--- src/shared/acf_pkg.sv ---
// Constants, offsets and field layout of the converter control front end.
// Assumes a 32-bit AXI4-Lite register bus and one 200 MHz clock.
package acf_pkg;
  localparam int          ACF_ADDR_W     = 5;
  localparam int          ACF_CH_N       = 7;
  // Register byte addresses
  localparam logic [4:0]  ACF_OFF_PIN_EN = 5'h00;
  localparam logic [4:0]  ACF_OFF_CTRL   = 5'h04;
  localparam logic [4:0]  ACF_OFF_TRIM   = 5'h08;
  localparam logic [4:0]  ACF_OFF_STAT   = 5'h0C;
  localparam logic [4:0]  ACF_OFF_RESULT = 5'h10;
  // Control field positions
  localparam int          ACF_CTRL_DIV   = 5;
  localparam int          ACF_CTRL_RUN   = 4;
  localparam int          ACF_CTRL_PWR   = 3;
  localparam int          ACF_CTRL_CH    = 0;
  // Trim field positions
  localparam int          ACF_TRIM_CAL   = 7;
  localparam int          ACF_TRIM_SIGN  = 6;
  localparam int          ACF_TRIM_MAG   = 3;
  // Status field positions
  localparam int          ACF_STAT_DONE  = 0;
  localparam int          ACF_STAT_WAKE  = 1;
  localparam int          ACF_STAT_RTYPE = 2;
  // Reset values
  localparam logic [6:0]  ACF_RST_PIN_EN = 7'h00;
  localparam logic [1:0]  ACF_RST_DIV    = 2'h0;
  localparam logic [2:0]  ACF_RST_CH     = 3'h0;
  localparam logic [2:0]  ACF_RST_MAG    = 3'h0;
  // Divider codes and ratios
  localparam logic [1:0]  ACF_DIV_16     = 2'h0;
  localparam logic [1:0]  ACF_DIV_4      = 2'h1;
  localparam logic [1:0]  ACF_DIV_64     = 2'h2;
  localparam logic [1:0]  ACF_DIV_8      = 2'h3;
  localparam logic [5:0]  ACF_LAST_16    = 6'hF;
  localparam logic [5:0]  ACF_LAST_4     = 6'h3;
  localparam logic [5:0]  ACF_LAST_64    = 6'h3F;
  localparam logic [5:0]  ACF_LAST_8     = 6'h7;
  // Channel codes of shared pins
  localparam logic [2:0]  ACF_CH_IR      = 3'h4;
  localparam logic [2:0]  ACF_CH_OSC_OUT = 3'h5;
  localparam logic [2:0]  ACF_CH_OSC_IN  = 3'h6;
  localparam logic [2:0]  ACF_CH_NONE    = 3'h7;
  // Bus responses
  localparam logic [1:0]  ACF_RESP_OKAY  = 2'h0;
  localparam logic [1:0]  ACF_RESP_ERR   = 2'h2;

  function automatic logic [6:0] acf_ch_onehot(input logic [2:0] code);
    acf_ch_onehot = (code == ACF_CH_NONE) ? 7'h00 : 7'(7'h01 << code);
  endfunction : acf_ch_onehot
endpackage : acf_pkg

--- src/shared/acf_reg_if.sv ---
// Register access carrier between the bus slave and the register file.
// Assumes both ends share aclk; all signals are same-cycle.
`timescale 1ns/100ps
interface acf_reg_if;
  import acf_pkg::*;
  logic                  wr_en;
  logic [ACF_ADDR_W-1:0] wr_addr;
  logic [31:0]           wr_data;
  logic [3:0]            wr_strb;
  logic                  wr_hit;
  logic [ACF_ADDR_W-1:0] rd_addr;
  logic [31:0]           rd_data;
  logic                  rd_hit;
  modport bus  (output wr_en, wr_addr, wr_data, wr_strb, rd_addr,
                input  wr_hit, rd_data, rd_hit);
  modport regs (input  wr_en, wr_addr, wr_data, wr_strb, rd_addr,
                output wr_hit, rd_data, rd_hit);
endinterface : acf_reg_if

--- src/logic/acf_clk_div.sv ---
// Conversion clock divider: one-cycle enable pulse every 4, 8, 16 or 64 clocks.
// Assumes the ratio code is steady while run is high.
`timescale 1ns/100ps
module acf_clk_div (
  // Clock and reset
  input  wire logic       aclk,
  input  wire logic       aresetn,
  // Control
  input  wire logic       run,
  input  wire logic [1:0] ratio,
  // Output
  output logic            tick
);
  import acf_pkg::*;

  typedef struct packed {
    logic [5:0] count;
    logic       tick;
  } acf_div_s;

  acf_div_s state;
  acf_div_s next_state;
  logic [5:0] last;

  always_comb begin
    unique case (ratio)
      ACF_DIV_16: last = ACF_LAST_16;
      ACF_DIV_4:  last = ACF_LAST_4;
      ACF_DIV_64: last = ACF_LAST_64;
      ACF_DIV_8:  last = ACF_LAST_8;
    endcase
    next_state = state;
    next_state.tick = 1'b0;
    if (!run) begin
      next_state.count = 6'h00;
    end else if (state.count >= last) begin
      next_state.count = 6'h00;
      next_state.tick  = 1'b1;
    end else begin
      next_state.count = 6'(state.count + 6'h01);
    end
  end

  always_ff @(posedge aclk) begin
    if (!aresetn) begin
      state <= '0;
    end else begin
      state <= next_state;
    end
  end

  assign tick = state.tick;
endmodule : acf_clk_div

--- src/logic/acf_axil_slave.sv ---
// AXI4-Lite slave: one write and one read at a time, SLVERR when unmapped.
// Assumes the register side decodes combinationally through the carrier.
`timescale 1ns/100ps
module acf_axil_slave (
  // Clock and reset
  input  wire logic                          aclk,
  input  wire logic                          aresetn,
  // Write address and data
  input  wire logic [acf_pkg::ACF_ADDR_W-1:0] awaddr,
  input  wire logic                          awvalid,
  output logic                               awready,
  input  wire logic [31:0]                   wdata,
  input  wire logic [3:0]                    wstrb,
  input  wire logic                          wvalid,
  output logic                               wready,
  // Write response
  output logic [1:0]                         bresp,
  output logic                               bvalid,
  input  wire logic                          bready,
  // Read
  input  wire logic [acf_pkg::ACF_ADDR_W-1:0] araddr,
  input  wire logic                          arvalid,
  output logic                               arready,
  output logic [31:0]                        rdata,
  output logic [1:0]                         rresp,
  output logic                               rvalid,
  input  wire logic                          rready,
  // Register side
  acf_reg_if.bus                             reg_port
);
  import acf_pkg::*;

  typedef struct packed {
    logic                  aw_held;
    logic                  w_held;
    logic [ACF_ADDR_W-1:0] addr;
    logic [31:0]           data;
    logic [3:0]            strb;
    logic                  bvalid;
    logic [1:0]            bresp;
    logic                  rvalid;
    logic [1:0]            rresp;
    logic [31:0]           rdata;
  } acf_bus_s;

  acf_bus_s state;
  acf_bus_s next_state;

  assign awready = !state.aw_held && !state.bvalid;
  assign wready  = !state.w_held && !state.bvalid;
  assign arready = !state.rvalid;

  always_comb begin
    next_state = state;
    if (awvalid && awready) begin
      next_state.aw_held = 1'b1;
      next_state.addr    = awaddr;
    end
    if (wvalid && wready) begin
      next_state.w_held = 1'b1;
      next_state.data   = wdata;
      next_state.strb   = wstrb;
    end
    // Both halves present: commit and answer next edge
    if (state.aw_held && state.w_held) begin
      next_state.aw_held = 1'b0;
      next_state.w_held  = 1'b0;
      next_state.bvalid  = 1'b1;
      next_state.bresp   = reg_port.wr_hit ? ACF_RESP_OKAY : ACF_RESP_ERR;
    end
    if (state.bvalid && bready) begin
      next_state.bvalid = 1'b0;
    end
    if (arvalid && arready) begin
      next_state.rvalid = 1'b1;
      next_state.rdata  = reg_port.rd_data;
      next_state.rresp  = reg_port.rd_hit ? ACF_RESP_OKAY : ACF_RESP_ERR;
    end else if (state.rvalid && rready) begin
      next_state.rvalid = 1'b0;
    end
  end

  always_ff @(posedge aclk) begin
    if (!aresetn) begin
      state <= '0;
    end else begin
      state <= next_state;
    end
  end

  assign reg_port.wr_en   = state.aw_held && state.w_held;
  assign reg_port.wr_addr = state.addr;
  assign reg_port.wr_data = state.data;
  assign reg_port.wr_strb = state.strb;
  assign reg_port.rd_addr = araddr;
  assign bvalid           = state.bvalid;
  assign bresp            = state.bresp;
  assign rvalid           = state.rvalid;
  assign rresp            = state.rresp;
  assign rdata            = state.rdata;
endmodule : acf_axil_slave

--- src/logic/adc_control_front_end.sv ---
// Converter control front end: registers, start/complete sequencing,
// pin sharing priority, offset trim and wake-up reporting.
// Assumes the converter core and pin logic run on aclk; no synchronisers.
//
// The AXI4-Lite slave port and the register addresses were decided locally.
`timescale 1ns/100ps
module adc_control_front_end #(
  parameter int RESULT_W = 12
) (
  // Clock and reset
  input  wire logic                          aclk,
  input  wire logic                          aresetn,
  // AXI4-Lite write address and data
  input  wire logic [acf_pkg::ACF_ADDR_W-1:0] awaddr,
  input  wire logic                          awvalid,
  output logic                               awready,
  input  wire logic [31:0]                   wdata,
  input  wire logic [3:0]                    wstrb,
  input  wire logic                          wvalid,
  output logic                               wready,
  // AXI4-Lite write response
  output logic [1:0]                         bresp,
  output logic                               bvalid,
  input  wire logic                          bready,
  // AXI4-Lite read
  input  wire logic [acf_pkg::ACF_ADDR_W-1:0] araddr,
  input  wire logic                          arvalid,
  output logic                               arready,
  output logic [31:0]                        rdata,
  output logic [1:0]                         rresp,
  output logic                               rvalid,
  input  wire logic                          rready,
  // Converter core
  output logic                               conv_start,
  output logic                               conv_clk_en,
  input  wire logic                          conv_done,
  input  wire logic [RESULT_W-1:0]           conv_result,
  output logic                               ref_power_on,
  output logic [acf_pkg::ACF_CH_N-1:0]       channel_onehot,
  // Offset trim
  output logic                               offset_cal_enable,
  output logic                               offset_positive,
  output logic [3:0]                         offset_lsb,
  // Pin sharing
  input  wire logic                          osc_in_use,
  input  wire logic                          ir_output_enable,
  output logic [acf_pkg::ACF_CH_N-1:0]       analog_route,
  output logic [acf_pkg::ACF_CH_N-1:0]       digital_io_enable,
  output logic                               ir_drive,
  // Sleep and wake-up
  input  wire logic                          sleep_mode,
  input  wire logic                          pin_change_wake,
  input  wire logic                          comparator_wake,
  input  wire logic                          other_wake,
  output logic                               wake_request,
  output logic                               reset_type
);
  import acf_pkg::*;

  initial begin
    if (RESULT_W < 1 || RESULT_W > 32) begin
      $error("RESULT_W must lie between 1 and 32");
    end
    // Pin masks below assume seven channels
    if (ACF_CH_N != 7) begin
      $error("ACF_CH_N must be 7");
    end
  end

  // ******************************************************************
  // State
  // ******************************************************************
  typedef struct packed {
    logic [6:0]          pin_en;
    logic [1:0]          div;
    logic                run;
    logic                pwr;
    logic [2:0]          chsel;
    logic                cal;
    logic                sign;
    logic [2:0]          mag;
    logic                done;
    logic                wake_en;
    logic                rtype;
    logic                wake;
    logic                start;
    logic [RESULT_W-1:0] result;
  } acf_state_s;

  acf_state_s state;
  acf_state_s next_state;
  logic       wr_low;
  logic       completed;
  logic       adc_wake;
  logic       osc_block;

  // Carrier between bus slave and registers
  acf_reg_if reg_port ();

  // ******************************************************************
  // Bus slave and divider
  // ******************************************************************
  acf_axil_slave u_bus (
    .aclk     (aclk),
    .aresetn  (aresetn),
    .awaddr   (awaddr),
    .awvalid  (awvalid),
    .awready  (awready),
    .wdata    (wdata),
    .wstrb    (wstrb),
    .wvalid   (wvalid),
    .wready   (wready),
    .bresp    (bresp),
    .bvalid   (bvalid),
    .bready   (bready),
    .araddr   (araddr),
    .arvalid  (arvalid),
    .arready  (arready),
    .rdata    (rdata),
    .rresp    (rresp),
    .rvalid   (rvalid),
    .rready   (rready),
    .reg_port (reg_port.bus)
  );

  // Divider only runs while a powered conversion is under way
  acf_clk_div u_div (
    .aclk    (aclk),
    .aresetn (aresetn),
    .run     (state.run && state.pwr),
    .ratio   (state.div),
    .tick    (conv_clk_en)
  );

  // ******************************************************************
  // Register decode
  // ******************************************************************
  function automatic logic acf_mapped(input logic [ACF_ADDR_W-1:0] a);
    acf_mapped = (a == ACF_OFF_PIN_EN) || (a == ACF_OFF_CTRL) ||
                 (a == ACF_OFF_TRIM) || (a == ACF_OFF_STAT) ||
                 (a == ACF_OFF_RESULT);
  endfunction : acf_mapped

  assign reg_port.wr_hit = acf_mapped(reg_port.wr_addr);
  assign reg_port.rd_hit = acf_mapped(reg_port.rd_addr);
  // Registers live in byte lane 0 only
  assign wr_low = reg_port.wr_en && reg_port.wr_strb[0];

  always_comb begin
    reg_port.rd_data = 32'h0000_0000;
    unique case (reg_port.rd_addr)
      ACF_OFF_PIN_EN: begin
        // Bit seven is never stored
        reg_port.rd_data[6:0] = state.pin_en;
      end
      ACF_OFF_CTRL: begin
        reg_port.rd_data[ACF_CTRL_DIV+:2] = state.div;
        reg_port.rd_data[ACF_CTRL_RUN]    = state.run;
        reg_port.rd_data[ACF_CTRL_PWR]    = state.pwr;
        reg_port.rd_data[ACF_CTRL_CH+:3]  = state.chsel;
      end
      ACF_OFF_TRIM: begin
        reg_port.rd_data[ACF_TRIM_CAL]    = state.cal;
        reg_port.rd_data[ACF_TRIM_SIGN]   = state.sign;
        reg_port.rd_data[ACF_TRIM_MAG+:3] = state.mag;
      end
      ACF_OFF_STAT: begin
        reg_port.rd_data[ACF_STAT_DONE]  = state.done;
        reg_port.rd_data[ACF_STAT_WAKE]  = state.wake_en;
        reg_port.rd_data[ACF_STAT_RTYPE] = state.rtype;
      end
      ACF_OFF_RESULT: begin
        // Bits above the result read zero
        reg_port.rd_data[RESULT_W-1:0] = state.result;
      end
      default: reg_port.rd_data = 32'h0000_0000;
    endcase
  end

  // ******************************************************************
  // Sequencing
  // ******************************************************************
  // Completion only counts for a powered, running conversion
  assign completed = conv_done && state.run && state.pwr;
  // Converter wakes only with its enable bit set
  assign adc_wake  = completed && state.wake_en;

  always_comb begin
    next_state       = state;
    next_state.start = 1'b0;
    next_state.wake  = 1'b0;

    if (wr_low) begin
      unique case (reg_port.wr_addr)
        ACF_OFF_PIN_EN: begin
          // Bit seven is dropped, not stored
          next_state.pin_en = reg_port.wr_data[6:0];
        end
        ACF_OFF_CTRL: begin
          next_state.div = reg_port.wr_data[ACF_CTRL_DIV+:2];
          next_state.pwr = reg_port.wr_data[ACF_CTRL_PWR];
          // Select frozen while busy or unread; other bits still land
          if (!state.run && !state.done) begin
            next_state.chsel = reg_port.wr_data[ACF_CTRL_CH+:3];
          end
          // Zero write never clears run
          if (reg_port.wr_data[ACF_CTRL_RUN] && !state.run &&
              reg_port.wr_data[ACF_CTRL_PWR]) begin
            next_state.run   = 1'b1;
            next_state.start = 1'b1;
          end
        end
        ACF_OFF_TRIM: begin
          next_state.cal  = reg_port.wr_data[ACF_TRIM_CAL];
          next_state.sign = reg_port.wr_data[ACF_TRIM_SIGN];
          // Bits two to zero are not stored
          next_state.mag  = reg_port.wr_data[ACF_TRIM_MAG+:3];
        end
        ACF_OFF_STAT: begin
          next_state.wake_en = reg_port.wr_data[ACF_STAT_WAKE];
          if (reg_port.wr_data[ACF_STAT_DONE]) begin
            next_state.done = 1'b0;
          end
        end
        default: begin
          // Unmapped or read-only: nothing changes
          next_state.pin_en = state.pin_en;
        end
      endcase
    end

    // Hardware set placed last so it wins over a same-cycle clear
    if (completed) begin
      next_state.result = conv_result;
      next_state.run    = 1'b0;
      next_state.done   = 1'b1;
    end

    // Reset type only moves while asleep
    if (sleep_mode) begin
      // Listed causes outrank a same-cycle other wake
      if (adc_wake || pin_change_wake || comparator_wake) begin
        next_state.rtype = 1'b1;
        next_state.wake  = 1'b1;
      end else if (other_wake) begin
        next_state.rtype = 1'b0;
      end
    end
  end

  always_ff @(posedge aclk) begin
    if (!aresetn) begin
      state        <= '0;
      state.pin_en <= ACF_RST_PIN_EN;
      state.div    <= ACF_RST_DIV;
      state.chsel  <= ACF_RST_CH;
      state.mag    <= ACF_RST_MAG;
    end else begin
      state <= next_state;
    end
  end

  // ******************************************************************
  // Converter and trim outputs
  // ******************************************************************
  // One-cycle start, one cycle after the commit
  assign conv_start        = state.start;
  // Reference stays off whenever power bit is low
  assign ref_power_on      = state.pwr;
  assign channel_onehot    = acf_ch_onehot(state.chsel);
  assign offset_cal_enable = state.cal;
  assign offset_positive   = state.sign;
  assign offset_lsb        = state.cal ? {state.mag, 1'b0} : 4'h0;

  // Wake pulse and reset type
  assign wake_request      = state.wake;
  assign reset_type        = state.rtype;

  // ******************************************************************
  // Pin sharing
  // ******************************************************************
  // Oscillator owns both its pins; misconfigured software cannot steal them
  assign osc_block = osc_in_use;

  always_comb begin
    // Oscillator first, then analog, then I/O
    analog_route = state.pin_en;
    if (osc_block) begin
      analog_route[ACF_CH_OSC_IN]  = 1'b0;
      analog_route[ACF_CH_OSC_OUT] = 1'b0;
    end
    // I/O keeps a pin only when nothing else owns it
    digital_io_enable = ~analog_route;
    if (osc_block) begin
      digital_io_enable[ACF_CH_OSC_IN]  = 1'b0;
      digital_io_enable[ACF_CH_OSC_OUT] = 1'b0;
    end

    // Analog input outranks IR drive on the shared pin
    ir_drive = ir_output_enable && !analog_route[ACF_CH_IR];
    if (ir_drive) begin
      digital_io_enable[ACF_CH_IR] = 1'b0;
    end
  end
endmodule : adc_control_front_end

--- config.mk ---
export PLATFORM = sky130hd
export DESIGN_NAME = adc_control_front_end
export DESIGN_NICKNAME = d
export VERILOG_FILES = /design/src/shared/acf_pkg.sv /design/src/shared/acf_reg_if.sv /design/src/logic/acf_clk_div.sv /design/src/logic/acf_axil_slave.sv /design/src/logic/adc_control_front_end.sv
export SDC_FILE = /design/constraint.sdc
export NUM_CORES = 1
export LEC_CHECK = 0
export BUFFER_PORTS_ARGS = -buffer_cell sky130_fd_sc_hd__buf_4
export CORE_UTILIZATION = 53
export CTS_CLUSTER_DIAMETER = 150
export CTS_CLUSTER_SIZE = 16
export DETAILED_ROUTE_END_ITERATION = 10
export PLACE_DENSITY = 0.95
export SLEW_MARGIN = 20
export SYNTH_ARGS = -nofsm -noshare
export SYNTH_HDL_FRONTEND = slang
export SYNTH_SLANG_ARGS = --single-unit
--- constraint.sdc ---
create_clock -name aclk -period 3.25 [get_ports aclk]
set_clock_uncertainty 0.2 [all_clocks]
set_input_delay 0.325 -clock aclk [delete_from_list [all_inputs] [get_ports aclk]]
set_output_delay 0.325 -clock aclk [all_outputs]
set_load 0.01 [all_outputs]
==> impl_metrics.py, run 1 <==
metrics = {
    "global_route": {
        "grt_usage_pct": 23.7,
        "antenna_found_initial": 0,
        "overflow": 0,
        "grt_pass1_vias": 2955,
        "grt_pass1_wl_mm": 13.7,
        "grt_max_degree": 54,
    },
    "sta": {
        "period_minus_slack_ps": 2140,
        "finalHoldViolCount": 0,
        "tns_ps": 0,
        "setup_viol": 0,
        "slew_headroom_pct": 28.0,
        "worstMarginPinSlew_ps": 1070,
        "fmax_ghz": 0.468,
        "whs_ps": 11.0,
        "maxSlewViolCount": 0,
        "rsz0062_at_grt": "no",
        "finalCritPeriodShare_pct": 65.8,
    },
    "final_layout": {
        "syn_to_final_growth_pct": 18.4,
        "antenna_cells": 0,
        "fill_cells": 522,
        "layout-drive-gt1-share_pct": 25.7,
        "nets": 570,
    },
    "routing": {
        "remaining_drc_errors": 0,
        "via_count": 3355,
        "drtAntennaViolNets": 0,
        "drtIter0Drc": 302,
        "drt_wl_total_mm": 8.87,
        "wire_per_inst_um": 14.9,
        "via_per_inst": 5.65,
        "drt-pass1-iter-count": 6,
    },
    "cts": {
        "cts_setup_buffers": 0,
        "root_buffer": "clkbuf_8",
        "post_cts_resize_count": 0,
        "cts.sinks": 75,
        "cts_tree": "yes",
        "clockBufferDepth": 2,
        "clkLatencyLatePin_ps": 360,
        "clk_pin_slew_ps": 90,
        "cts.htree.levels": 3,
        "cts_buffers": 9,
    },
    "placed_design": {
        "portBuffers": 95,
        "hpwl_mm": 6.46,
        "place_congestion": 0.884,
    },
    "floorplanning": {
        "die_area_mm2": 0.00738,
        "start_util_pct": 54.9,
        "ios": 146,
        "num_rows": 30,
        "die_w_um": 85.9,
        "dieHeight_um": 85.9,
        "core_mm2": 0.00679,
    },
    "logic_synthesis": {
        "synth-seq-area-share_pct": 40.2,
        "synth-edff-count": 0,
        "ys_warn_count": 0,
        "synthFlopType": "dfxtp_1",
        "yosysMostFrequentCell": "dfxtp_1",
        "yosysTopAreaCell": "dfxtp_1",
        "synthArstFlopShare_pct": 0,
        "synthTopCellsByArea": "dfxtp_1 (40%), buf_4 (8.5%), mux2i_1 (6.2%)",
        "synth_common_cells": "dfxtp_1 (75), buf_4 (42), a21oi_1 (40), nand2_1 (40), nor2_1 (25)",
        "synthCells": 435,
        "netlist.area_leader.share_pct": 40.2,
        "ys_types": 52,
        "ys_ff_latch": 75,
        "syn-cell-area_mm2": 0.00373,
        "syn_area_per_cell_um2": 8.58,
    },
    "status": {
        "status": "completed",
    },
    "flow_run": {
        "maxCapViolations": 0,
    },
    "setup_path": {
        "crit_type": "flop to flop",
        "crit_slowest_cell": "nor4bb_1",
        "crit_required_ps": 3320,
        "critical-path-max-stage-delay_ps": 960,
        "crit_path_cell_trace": "nor4bb_1 > nand3_1 > a21oi_1",
        "endpoint_kind": "flop",
        "crit_path_start_kind": "flop",
        "arrival_ps": 2210,
        "worstPathMaxFanout": 10,
    },
    "hold_path": {
        "hp-class": "primary input to flop",
    },
    "power_and_ir_drop": {
        "ir_drop_v": 0.000296,
        "leakage_nw": 1.72,
        "power_density_mw_per_mm2": 412,
    },
}
## routing by layer
layer | share of wire, % | global-route usage [%]
met5 | 0 | 0
met3 | 8.6 | 4.81
met4 | 2.8 | 12.0
met2 | 48 | 37.0
met1 | 41 | 31.2
## cell families (layout without fill, tap and decap cells)
logic type | count (synthesis) | in the layout | share of synthesized area (%)
AOI/OAI and AO/OA | 89 | 89 | 14.4
other | 1 | 23 | 0.101
and+or+nand+nor | 148 | 148 | 22.0
buffers and inverters | 85 | 126 | 12.9
DFF | 75 | 75 | 40.2
muxes | 28 | 28 | 7.68
xor gates and xnor gates | 3 | 3 | 0.704
adders and majority gates | 6 | 6 | 1.95
## cell type report
class / count / area (um^2) / area share, %
Clock inverter: 7 / 58.8 / 1.33
Timing Repair Buffer: 97 / 731 / 16.5
Sequential cell: 75 / 1500 / 34.0
Clock buffer: 9 / 124 / 2.80
Tap cell: 96 / 120 / 2.72
Multi-Input combinational cell: 297 / 1840 / 41.5
Inverter: 13 / 48.8 / 1.10
## cell usage in the layout (no fill, tap or decap), types with 12 or more instances in the layout
cell type / instances
a21oi_1: 40
buf_4: 96
conb_1: 23
dfxtp_1: 75
inv_1: 12
mux2i_1: 23
nand2_1: 40
nand3_1: 24
nor2_1: 25
o21ai_0: 21
## worst max-delay path: cells and delay by family (launching register included)
| kind | cells | cell delay (ps) |
|---|---|---|
| simple gates | 2 | 1140 |
| flops | 1 | 550 |
| compound gates | 1 | 170 |
## power by group
part	internal, mW	switching (mW)	leakage [nW]
Sequential	0.939	0.0295	0.608
Clock	0.287	0.374	0.0868
Combinational	0.0890	0.104	1.03
Total	1.31	0.507	1.72
## metrics by stage
| stage | power [mW] | std cells | worst slack [ps] | utilization, % | cell area [um^2] |
|---|---|---|---|---|---|
| floorplan | 1.12 | 457 | 1440 | - | 3810 |
| global placement | 1.17 | 577 | 1280 | 62.1 | 4220 |
| detailed placement | 1.18 | 577 | 1170 | 62.1 | 4220 |
| CTS | 1.83 | 594 | 1200 | 65.0 | 4410 |
| global route | 1.89 | 594 | 978 | 65.0 | 4420 |
| finish | 1.82 | 594 | 1110 | 65.0 | 4420 |
## flip-flops by register name (all words and copies together) (netlist names), 2 cells and up
signal / flops
u_bus.state: 2
state: 25
u_bus.reg_port.wr_data: 8
analog_route: 5
u_bus.reg_port.wr_addr: 5
u_div.state: 6
u_bus.rdata: 12
## path summary, 6_finish.rpt
kind	startpoint	to	slack [ps]	cells past startpoint
max	u_bus.state[80]$_SDFFE_PP0P_	analog_route[3]$_SDFFE_PN0P_	1110	3
min	conv_result[10]	state[10]$_SDFFE_PN0P_	10	3
max reg2reg	u_bus.state[80]$_SDFFE_PP0P_	analog_route[3]$_SDFFE_PN0P_	1110	3
min reg2reg	state[2]$_SDFFE_PN0P_	state[2]$_SDFFE_PN0P_	270	2
## what timing repair did
action | 4_1_cts | 5_1_grt
setup endpoints to repair | 0 | 0
hold buffers | 1 | 0
endpoints found under the hold margin | 1 | 0
No activity file was read; power rests on OpenSTA's default activity.
==> run 2, diff against run 1 <==
- CORE_UTILIZATION: 53 -> 49
- PLACE_DENSITY: 0.95 -> 0.89
- clock period: 3.25 -> 2.2 ns (I/O delays scaled with it)
==> run 2 against run 1 <==
Net effect: critical path depth grew 2; largest power group unchanged; global-route usage is 2.5 points higher; via count grew 9.0%; combinational power increased by 81%; register-to-register slack worse by 780 ps; fmax grew 14%; highest routed layer unchanged.
==> impl_metrics.py, run 2 (synthesized netlist as in run 1, its figures left out) <==
metrics = {
    "flow_run": {
        "maxCapViolations": 0,
    },
    "setup_path": {
        "arrival_ps": 1940,
        "crit_path_start_kind": "flop",
        "worstPathMaxFanout": 7,
        "crit_required_ps": 2270,
        "endpoint_kind": "flop",
        "crit_type": "flop to flop",
    },
    "routing": {
        "drt-pass1-iter-count": 5,
        "wire_per_inst_um": 16.4,
        "drtIter0Drc": 412,
        "drt_wl_total_mm": 10.4,
        "remaining_drc_errors": 0,
        "via_count": 3657,
        "via_per_inst": 5.75,
        "drtAntennaViolNets": 0,
    },
    "final_layout": {
        "syn_to_final_growth_pct": 29.7,
        "layout-drive-gt1-share_pct": 25.3,
        "final_common_cell": "buf_4",
        "regMostFlops": "state",
        "antenna_cells": 0,
        "post-route-util_pct": 66.4,
        "nets": 609,
        "final_cell_mix": "buf_4 (104), dfxtp_1 (75), nand2_1 (40), a21oi_1 (40), dlygate4sd3_1 (31)",
        "largest_reg_flops": 25,
    },
    "global_route": {
        "antenna_found_initial": 0,
        "grt_pass1_wl_mm": 15.8,
        "grt_usage_pct": 26.3,
        "grt_max_degree": 49,
        "overflow": 0,
        "grt_pass1_vias": 3231,
    },
    "cts": {
        "clockBufferDepth": 2,
        "cts_tree": "yes",
        "post_cts_resize_count": 0,
        "root_buffer": "clkbuf_8",
        "clk_pin_slew_ps": 90,
        "cts_buffers": 9,
        "cts.htree.levels": 3,
        "cts.sinks": 75,
        "cts_setup_buffers": 0,
        "clkLatencyLatePin_ps": 360,
    },
    "sta": {
        "maxSlewViolCount": 0,
        "worstMarginPinSlew_ps": 645,
        "rsz0062_at_grt": "no",
        "finalHoldViolCount": 0,
        "slew_headroom_pct": 56.6,
        "fmax_ghz": 0.534,
        "period_minus_slack_ps": 1870,
        "whs_ps": 75.9,
        "setup_viol": 0,
        "tns_ps": 0,
        "finalCritPeriodShare_pct": 85.1,
    },
    "placed_design": {
        "portBuffers": 95,
        "hpwl_mm": 6.76,
        "place_congestion": 0.867,
    },
    "hold_path": {
        "hp-class": "primary input to flop",
    },
    "power_and_ir_drop": {
        "p_total_mw": 2.97,
        "leakage_nw": 1.91,
        "power_density_mw_per_mm2": 614,
        "ir_drop_v": 0.000415,
    },
    "status": {
        "status": "completed",
    },
    "floorplanning": {
        "die_w_um": 89.3,
        "core_mm2": 0.00729,
        "dieHeight_um": 89.3,
        "start_util_pct": 51.2,
        "num_rows": 31,
        "ios": 146,
        "die_area_mm2": 0.00797,
    },
}
[run 2: through the flow]
stage	instance area (um^2)	setup slack, ps	instances
detailed placement	4300	327	589
floorplan	3810	400	457
global route	4840	184	636
finish	4840	328	636
CTS	4830	330	635
global placement	4300	448	589
[run 2: where the power goes]
part	internal [mW]	switching (mW)	leakage [nW]
Clock	0.644	0.548	0.102
Sequential	1.39	0.0461	0.608
Combinational	0.177	0.171	1.20
[run 2: worst paths after layout]
check / startpoint / to / slack (ps) / cells past startpoint
hold / removal: araddr[4] / u_bus.rdata[9]$_SDFFE_PN0P_ / 80 / 3
setup / recovery: state[27]$_SDFFE_PN0P_ / u_div.state[6]$_SDFF_PP0_ / 330 / 5
setup reg to reg: state[27]$_SDFFE_PN0P_ / u_div.state[6]$_SDFF_PP0_ / 330 / 5
hold reg to reg: state[6]$_SDFFE_PN0P_ / state[6]$_SDFFE_PN0P_ / 260 / 2
[run 2: layout make-up]
type	instances	area, um^2
Fill cell	577	2450
Multi-Input combinational cell	297	1830
Sequential cell	75	1500
Timing Repair Buffer	136	1110
Clock buffer	9	124
Tap cell	99	124
Clock inverter	7	100
Inverter	13	48.8
[run 2: routing by layer]
metal  routed length, um  vias to the layer above  GRT usage (%)
li1                    -                     1672              -
met1                4090                     1702           32.9
met2                5120                      244           43.0
met3                 858                       39           5.08
met4                 332                        0           13.6
met5                   0                        -              0
[run 2: repair_timing]
item / in CTS / in global routing
endpoints found under the hold margin: 29 / 1
hold buffers: 30 / 1
endpoints found under the setup margin: 0 / 0
[run 2: worst max-delay path: stages (launching register included)]
cell and delay (ps):
dfxtp_1 360, nand2b_1 180, ha_1 300, a21oi_1 160, o221ai_1 290, a211oi_1 300
